## config.mk

```make
export PLATFORM = sky130hd
export DESIGN_NAME = hswc_top
export DESIGN_NICKNAME = d
export VERILOG_FILES = /design/src/hswc_pkg.sv /design/src/hswc_top.sv
export SDC_FILE = /design/constraint.sdc
export NUM_CORES = 1
export LEC_CHECK = 0
export BUFFER_PORTS_ARGS = -buffer_cell sky130_fd_sc_hd__buf_2
export CAP_MARGIN = 20
export CORE_ASPECT_RATIO = 1.1
export CORE_UTILIZATION = 53
export CTS_CLUSTER_SIZE = 30
export DETAILED_ROUTE_END_ITERATION = 10
export GPL_ROUTABILITY_DRIVEN = 0
export PLACE_DENSITY = 0.88
export SLEW_MARGIN = 25
export SYNTH_ARGS = -nofsm -noshare
export SYNTH_HDL_FRONTEND = slang
export SYNTH_SLANG_ARGS = --single-unit
```

## constraint.sdc

```tcl
create_clock -name i_clk_sys -period 3.1 [get_ports i_clk_sys]
set_input_delay 0 -clock i_clk_sys [delete_from_list [all_inputs] [get_ports i_clk_sys]]
set_output_delay 0 -clock i_clk_sys [all_outputs]
set_load 0.1 [all_outputs]
```

## src/hswc_pkg.sv

```systemverilog
// Constants and types for the halt, stop and wake control block
//------------------------------------------------------------------------------
// What this block does
// - Pre-divider overflow releases halt when its halt wake enable is set.
// - Timer one underflow or external line change releases halt when enabled.
// - Halt wake enable register holds three bits, written by set-halt-wake op.
// - External line releases stop only with both its stop and halt enables set.
// - Interrupt enable register holds four enables: port C, timer, pin, divider.
// - Set-interrupt-enable op sets or clears each interrupt enable bit.
// - Accepting an interrupt clears its wake request and its interrupt enable.
// - Stop wake enable register holds port C and external line bits.
// - External line stop enable at one lets a pin change release stop.
// - Port C stop enable at one lets a high port C input level release stop.
// - In halt the core stops fetching; only listed circuits keep running.
// - Halt op enters halt only when no release request is pending.
// - Accepted interrupt leaves halt; return from service goes back to halt, or to stop if halt was reached from a stop op.
// - Leaving halt by interrupt clears the matching release request.
// - Port C start condition releases halt when the change enable is set.
// - Enabled timer, pin or divider request releases halt whenever pending.
// - Heavy-load flag set enables an extra parallel crystal buffer stage.
// - Heavy-load flag clear leaves only the normal crystal buffer.
// - Silver-oxide option loads heavy-load flag with one at reset; reset-flag op can clear it.
// - Set-flag op sets, reset-flag op clears heavy-load; halt keeps it.
// - Entering stop sets the heavy-load flag.
// - Release from stop enters halt, then normal halt release applies.
//------------------------------------------------------------------------------
`default_nettype none

package hswc_pkg;
    // Reset values
    localparam logic [2:0] HALT_WAKE_EN_RST = 3'h0;
    localparam logic [3:0] IRQ_EN_RST       = 4'h0;
    localparam logic [1:0] STOP_WAKE_EN_RST = 2'h0;
    localparam logic [3:0] WAKE_REQ_RST     = 4'h0;
    // Source positions in request and interrupt vectors
    localparam int SRC_PORT_C = 0;
    localparam int SRC_TIMER  = 1;
    localparam int SRC_EXT    = 2;
    localparam int SRC_PDIV   = 3;
    // Stop wake enable bit positions
    localparam int STOP_BIT_PORT_C = 0;
    localparam int STOP_BIT_EXT    = 1;

    // Power mode of the core
    typedef enum logic [1:0] {
        MODE_RUN  = 2'b00,
        MODE_HALT = 2'b01,
        MODE_STOP = 2'b10
    } hswc_mode_e;
endpackage

`default_nettype wire

```

## src/hswc_top.sv

```systemverilog
// Halt, stop and wake control: enables, wake requests, power mode, heavy load
`default_nettype none

module hswc_top #(
    parameter bit SILVER_OXIDE = 1'b1  // Power option strap, fixed per build
) (
    // Clock, reset, enable
    input  wire logic       i_clk_sys,
    input  wire logic       i_rstn,
    input  wire logic       i_ce,
    // Instruction decoder strobes and operands
    input  wire logic       i_set_halt_wake_op,
    input  wire logic       i_set_irq_en_op,
    input  wire logic       i_set_stop_wake_op,
    input  wire logic       i_set_port_c_change_op,
    input  wire logic       i_clear_wake_req_op,
    input  wire logic       i_set_flag_op,
    input  wire logic       i_reset_flag_op,
    input  wire logic       i_halt_op,
    input  wire logic       i_stop_op,
    input  wire logic       i_return_op,
    input  wire logic [3:0] i_operand,
    // Interrupt acceptance, one-hot by source
    input  wire logic [3:0] i_irq_accept,
    // Wake source events, one-cycle pulses, and port C input level
    input  wire logic       i_port_c_change,
    input  wire logic       i_timer_one_uf,
    input  wire logic       i_ext_line_edge,
    input  wire logic       i_predivider_ovf,
    input  wire logic       i_port_c_high,
    // Status toward core
    output logic [3:0]      o_wake_req,
    output logic [3:0]      o_irq_req,
    output logic            o_port_c_start_cond,
    output logic            o_halted,
    output logic            o_stopped,
    output logic            o_fetch_en,
    output logic            o_heavy_load_flag,
    output logic            o_xtal_extra_buf
);
    //--------------------------------------------------------------------------
    // Registers
    //--------------------------------------------------------------------------
    logic [2:0]          halt_wake_enable_q;
    logic [3:0]          irq_en_bits_q;
    logic [1:0]          stop_wake_enable_q;
    logic                port_c_change_en_q;
    logic [3:0]          wake_req_q;
    logic                heavy_load_flag_q;
    logic                in_service_q;
    hswc_pkg::hswc_mode_e mode_q;
    hswc_pkg::hswc_mode_e resume_q;
    logic [3:0]          irq_req_q;
    logic                start_cond_q;
    logic                xtal_buf_q;

    logic                accept_any;
    logic                halt_release;
    logic                stop_release;
    logic [3:0]          req_set;
    logic [3:0]          req_now;

    //--------------------------------------------------------------------------
    // Combinational conditions
    //--------------------------------------------------------------------------
    // Requests raised this cycle; only port C is gated, by its change enable
    assign req_set[hswc_pkg::SRC_PORT_C] = i_port_c_change & port_c_change_en_q;
    assign req_set[hswc_pkg::SRC_TIMER]  = i_timer_one_uf;
    assign req_set[hswc_pkg::SRC_EXT]    = i_ext_line_edge;
    assign req_set[hswc_pkg::SRC_PDIV]   = i_predivider_ovf;
    // Pending view includes same-cycle events so none is missed
    assign req_now    = wake_req_q | req_set;
    assign accept_any = |i_irq_accept;

    // Enabled halt release: port C start condition or enabled request
    assign halt_release = req_now[hswc_pkg::SRC_PORT_C]
        | (req_now[hswc_pkg::SRC_TIMER] & halt_wake_enable_q[0])
        | (req_now[hswc_pkg::SRC_EXT]   & halt_wake_enable_q[1])
        | (req_now[hswc_pkg::SRC_PDIV]  & halt_wake_enable_q[2]);

    // Stop release: port C level, or pin change with both enables
    assign stop_release =
        (i_port_c_high & stop_wake_enable_q[hswc_pkg::STOP_BIT_PORT_C])
        | (i_ext_line_edge & stop_wake_enable_q[hswc_pkg::STOP_BIT_EXT]
           & halt_wake_enable_q[1]);

    //--------------------------------------------------------------------------
    // Enable registers written by dedicated instructions
    //--------------------------------------------------------------------------
    always_ff @(posedge i_clk_sys or negedge i_rstn) begin
        if (!i_rstn) begin
            halt_wake_enable_q <= hswc_pkg::HALT_WAKE_EN_RST;
            stop_wake_enable_q <= hswc_pkg::STOP_WAKE_EN_RST;
            port_c_change_en_q <= 1'b0;
        end else if (i_ce) begin
            if (i_set_halt_wake_op) begin
                halt_wake_enable_q <= i_operand[2:0];
            end
            if (i_set_stop_wake_op) begin
                stop_wake_enable_q <= i_operand[1:0];
            end
            if (i_set_port_c_change_op) begin
                port_c_change_en_q <= i_operand[0];
            end
        end
    end

    // Interrupt enables; acceptance clears its bit, but a write in the
    // same cycle wins since software intends the new value
    always_ff @(posedge i_clk_sys or negedge i_rstn) begin
        if (!i_rstn) begin
            irq_en_bits_q <= hswc_pkg::IRQ_EN_RST;
        end else if (i_ce) begin
            if (i_set_irq_en_op) begin
                irq_en_bits_q <= i_operand;
            end else begin
                irq_en_bits_q <= irq_en_bits_q & ~i_irq_accept;
            end
        end
    end

    //--------------------------------------------------------------------------
    // Wake request flags: new events win over any clear
    //--------------------------------------------------------------------------
    always_ff @(posedge i_clk_sys or negedge i_rstn) begin
        if (!i_rstn) begin
            wake_req_q <= hswc_pkg::WAKE_REQ_RST;
        end else if (i_ce) begin
            wake_req_q <= (wake_req_q
                           & ~(i_clear_wake_req_op ? i_operand : 4'h0)
                           & ~i_irq_accept)
                          | req_set;
        end
    end

    //--------------------------------------------------------------------------
    // Power mode sequencing
    //--------------------------------------------------------------------------
    always_ff @(posedge i_clk_sys or negedge i_rstn) begin
        if (!i_rstn) begin
            mode_q       <= hswc_pkg::MODE_RUN;
            resume_q     <= hswc_pkg::MODE_RUN;
            in_service_q <= 1'b0;
        end else if (i_ce) begin
            case (mode_q)
                hswc_pkg::MODE_RUN: begin
                    if (accept_any) begin
                        in_service_q <= 1'b1;
                    end else if (i_return_op && in_service_q) begin
                        in_service_q <= 1'b0;
                        mode_q       <= resume_q;
                    end else if (i_stop_op) begin
                        // Pending release turns stop into halt
                        mode_q <= stop_release ? hswc_pkg::MODE_HALT
                                               : hswc_pkg::MODE_STOP;
                    end else if (i_halt_op && !halt_release) begin
                        mode_q   <= hswc_pkg::MODE_HALT;
                        resume_q <= hswc_pkg::MODE_HALT;
                    end else if (i_halt_op) begin
                        resume_q <= hswc_pkg::MODE_RUN;
                    end
                end
                hswc_pkg::MODE_HALT: begin
                    if (accept_any) begin
                        mode_q       <= hswc_pkg::MODE_RUN;
                        in_service_q <= 1'b1;
                    end else if (halt_release) begin
                        mode_q   <= hswc_pkg::MODE_RUN;
                        resume_q <= hswc_pkg::MODE_RUN;
                    end
                end
                hswc_pkg::MODE_STOP: begin
                    if (stop_release) begin
                        mode_q <= hswc_pkg::MODE_HALT;
                    end
                end
                default: begin
                    mode_q <= hswc_pkg::MODE_RUN;
                end
            endcase
            if (mode_q == hswc_pkg::MODE_RUN && i_stop_op && !accept_any
                && !(i_return_op && in_service_q)) begin
                resume_q <= hswc_pkg::MODE_STOP;
            end
        end
    end

    //--------------------------------------------------------------------------
    // Heavy-load flag: stop entry overrides instructions
    //--------------------------------------------------------------------------
    always_ff @(posedge i_clk_sys or negedge i_rstn) begin
        if (!i_rstn) begin
            heavy_load_flag_q <= SILVER_OXIDE;
        end else if (i_ce) begin
            if (mode_q == hswc_pkg::MODE_RUN && i_stop_op) begin
                heavy_load_flag_q <= 1'b1;
            end else if (i_set_flag_op) begin
                heavy_load_flag_q <= 1'b1;
            end else if (i_reset_flag_op) begin
                heavy_load_flag_q <= 1'b0;
            end
        end
    end

    //--------------------------------------------------------------------------
    // Registered outputs
    //--------------------------------------------------------------------------
    always_ff @(posedge i_clk_sys or negedge i_rstn) begin
        if (!i_rstn) begin
            irq_req_q    <= 4'h0;
            start_cond_q <= 1'b0;
            xtal_buf_q   <= SILVER_OXIDE;
        end else if (i_ce) begin
            irq_req_q    <= wake_req_q & irq_en_bits_q;
            start_cond_q <= wake_req_q[hswc_pkg::SRC_PORT_C];
            // Follows the flag one cycle late; fine for a crystal driver
            xtal_buf_q   <= heavy_load_flag_q;
        end
    end

    assign o_wake_req          = wake_req_q;
    assign o_irq_req           = irq_req_q;
    assign o_port_c_start_cond = start_cond_q;
    assign o_halted            = (mode_q == hswc_pkg::MODE_HALT);
    assign o_stopped           = (mode_q == hswc_pkg::MODE_STOP);
    assign o_fetch_en          = (mode_q == hswc_pkg::MODE_RUN);
    assign o_heavy_load_flag   = heavy_load_flag_q;
    assign o_xtal_extra_buf    = xtal_buf_q;
endmodule // hswc_top

`default_nettype wire

```

==> summary.txt <==
Detailed routing
  • Via density: 6.081
  • Antenna-violating nets left: 0
  • DRC viols: 0
  • WL/cell: 15.90 um
  • Final WL: 3.149 mm
  • 1st-pass router iterations: 4
  • Vias post-DR: 1204
  • Number of DRC markers in iteration 0: 36

Finish
  • Area grow syn2layout: 29.40%
  • Share of layout cells above drive strength 1: 32.94%
  • Most common cell after layout, fill and taps aside: buf_2
  • Nets: 197
  • Fillers: 139
  • ANT cells: 0
  • Commonest non-fill, non-tap cells in the layout: 39 x buf_2, 24 x dfrtp_1, 18 x o21ai_0

Outcome
  • Outcome: completed

Synth
  • Yosys cell types: 27
  • Mapped Area: 1230 um^2
  • Yosys top cell area share: 48.83%
  • Post-synth EDFFs: 0
  • Ys async rst share: 100.0%
  • Cells after Synth: 119
  • Post-Syn Nets: 145
  • Syn avg cell area: 10.34 um^2
  • Synth area leaders: dfrtp_1 49%, o21ai_0 7.3%, mux2_2 7.3%
  • Register bit total from synthesis: 26
  • Cell taking the most area after synthesis: dfrtp_1
  • Sequential cell area fraction in the yosys report: 53.10%
  • Synth Warn #: 0
  • Top FF cell, synth: dfrtp_1

Hold path
  • WHS Endpoint: port_c_change_en_q
  • Hold path depth: 3
  • Min-Delay Startpoint: i_set_port_c_change_op
  • Worst Hold Class: in2reg

Pwr
  • Power per cell area: 717.3 nW/um^2
  • Worst VDD drop: 0.0005180 V
  • Leak Pwr: 0.7313 nW

CTS
  • Worst skew pair latency: 0.33 ns
  • CTS tree: done
  • Post_cts resized: 0
  • Clock buffer depth: 2
  • Clk pin slew, worst setup/hold paths: 0.13 ns
  • H-tree depth: 1
  • Root Buffer: clkbuf_4
  • Clock sinks: 26
  • CTS Buf Count: 3

Worst setup path
  • Critical Path Fanout Max: 9
  • Crit path cell chain: nor2_1 -> a21oi_1 -> o21ai_0 -> dlygate4sd3_1
  • Arrival time worst endpoint: 1.96 ns
  • Data required, critical path: 3.37 ns
  • Crit. End Element: register
  • Reg-to-reg endpoint: o_heavy_load_flag
  • Worst path max stage delay: 0.57 ns
  • R2R depth: 4
  • Reg2reg setup slack: 1.42 ns
  • Highest-delay cell along the critical path: dlygate4sd3_1
  • CP Class: reg2reg
  • Worst setup SP type: register
  • R2R Path Start: mode_q[1]

STA
  • Setup tns final: 0 ns
  • Max Clock Skew: 0.01154 ns
  • Minimum clock period: 1.684 ns
  • Tightest Pin Transition: 0.5620 ns
  • Max Fclk: 593.7 MHz
  • Final Hold Vio Count: 0
  • Final worst-path cycle share: 54.33%
  • Pins Over Slew Limit: 0
  • RSZ-0062 raised after global routing: false
  • Final setup violation count: 0
  • Relative max-transition margin: 62.06%
  • Final worst slack: 1.416 ns

GRT
  • Vias in the first global route: 1163
  • Global-route wire length before repair: 5.133 mm
  • Tot GR Track Use: 29.46%
  • Global route total overflow: 0
  • Initial antenna violation count: 0
  • Largest net degree at the start of global routing: 30

Placement
  • Port-buffer cells: 39
  • Pre-CTS setup slack: 1.631 ns
  • Post-DP HPWL: 2.095 mm

Floorplan
  • DIE HEIGHT: 52.53 um
  • Core area: 2106 um^2
  • Die area: 2518 um^2
  • Top-level I/O count: 40
  • Starting Density: 58.41%
  • Die width: 47.93 um
  • Cell Rows: 17

Job
  • Max_cap viols: 0
-- cell type report --
| type | instances | area (um^2) | share of cell area, % |
|---|---|---|---|
| inverters | 6 | 22.52 | 1.415 |
| repair buffers | 51 | 315.3 | 19.81 |
| well taps | 28 | 35.03 | 2.201 |
| flip-flops and latches | 26 | 653.1 | 41.04 |
| multi-input cells | 83 | 539.3 | 33.88 |
| clock buffers | 4 | 26.28 | 1.651 |
-- cell families after synthesis --
group / Yosys count / synth area share [%]
compound gates: 44 / 23.60
buf+inv: 10 / 3.051
flops: 26 / 53.10
mux: 8 / 7.325
simple gates: 31 / 12.92
-- worst max-delay path by stage --
stage / startpoint / to / slack [ns] / cells past startpoint
floorplan: mode_q[1] / resume_q[1] / 0.36 / 5
global placement: mode_q[1] / resume_q[1] / 1.70 / 4
detailed placement: i_ce / resume_q[1] / 1.63 / 5
CTS: mode_q[1] / o_heavy_load_flag / 1.49 / 4
global route: mode_q[1] / o_heavy_load_flag / 1.36 / 4
finish: mode_q[1] / o_heavy_load_flag / 1.42 / 4
-- report_power, final --
part	leakage, nW	switching, mW	internal, mW	total, mW
clock	0.0150	0.100	0.0505	0.151
combinational	0.397	0.405	0.124	0.529
sequential	0.319	0.0578	0.403	0.461
-- flip-flops by register name, indices dropped and copies added, names as in the netlist --
register / cells
stop_wake_enable_q: 2
mode_q: 2
o_irq_req: 4
o_xtal_extra_buf: 1
o_port_c_start_cond: 1
port_c_change_en_q: 1
halt_wake_enable_q: 3
resume_q: 2
irq_en_bits_q: 4
o_wake_req: 4
o_heavy_load_flag: 1
in_service_q: 1
-- Yosys cell counts (all sizes together), types with 2 or more instances --
cell type  instances
and4               2
nand3              7
inv                6
a21oi              9
o21ai             20
dfrtp             24
nand2             14
nor2               4
dfstp              2
mux2               8
clkbuf             3
a32o               6
-- stage by stage --
stage	hold slack, ns	total power [mW]	instance area (um^2)	utilization [%]	cells
5_1_grt	0.004318	1.182	1592	75.58	198
3_3_place_gp	0.01522	0.9603	1445	68.63	182
4_1_cts	0.009188	1.132	1592	75.58	198
3_5_place_dp	0.01874	0.9741	1445	68.63	182
2_1_floorplan	-0.2956	0.8702	1230	-	119
6_report	0.009154	1.142	1592	75.58	198
-- critical path: cells and delay by family, from the launching register on --
family	cells	cell delay, ns
compound gates	2	0.27
buf+inv	1	0.57
flops	1	0.49
simple gates	1	0.31
-- layer usage --
| layer | share of wire, % | wire length (um) | track usage [%] |
|---|---|---|---|
| met2 | 49 | 1557 | 45.72 |
| met1 | 39 | 1240 | 37.39 |
| met3 | 5.6 | 176 | 2.759 |
| met5 | 0 | 0 | 0 |
| met4 | 5.5 | 174 | 20.37 |
-- timing repair --
| item | CTS | global route |
|---|---|---|
| hold buffers | 12 | 0 |
| hold endpoints to repair | 40 | 0 |
| buffers inserted | 0 | 0 |
| setup endpoints to repair | 0 | 0 |
No activity file was read; power rests on OpenSTA's default activity.
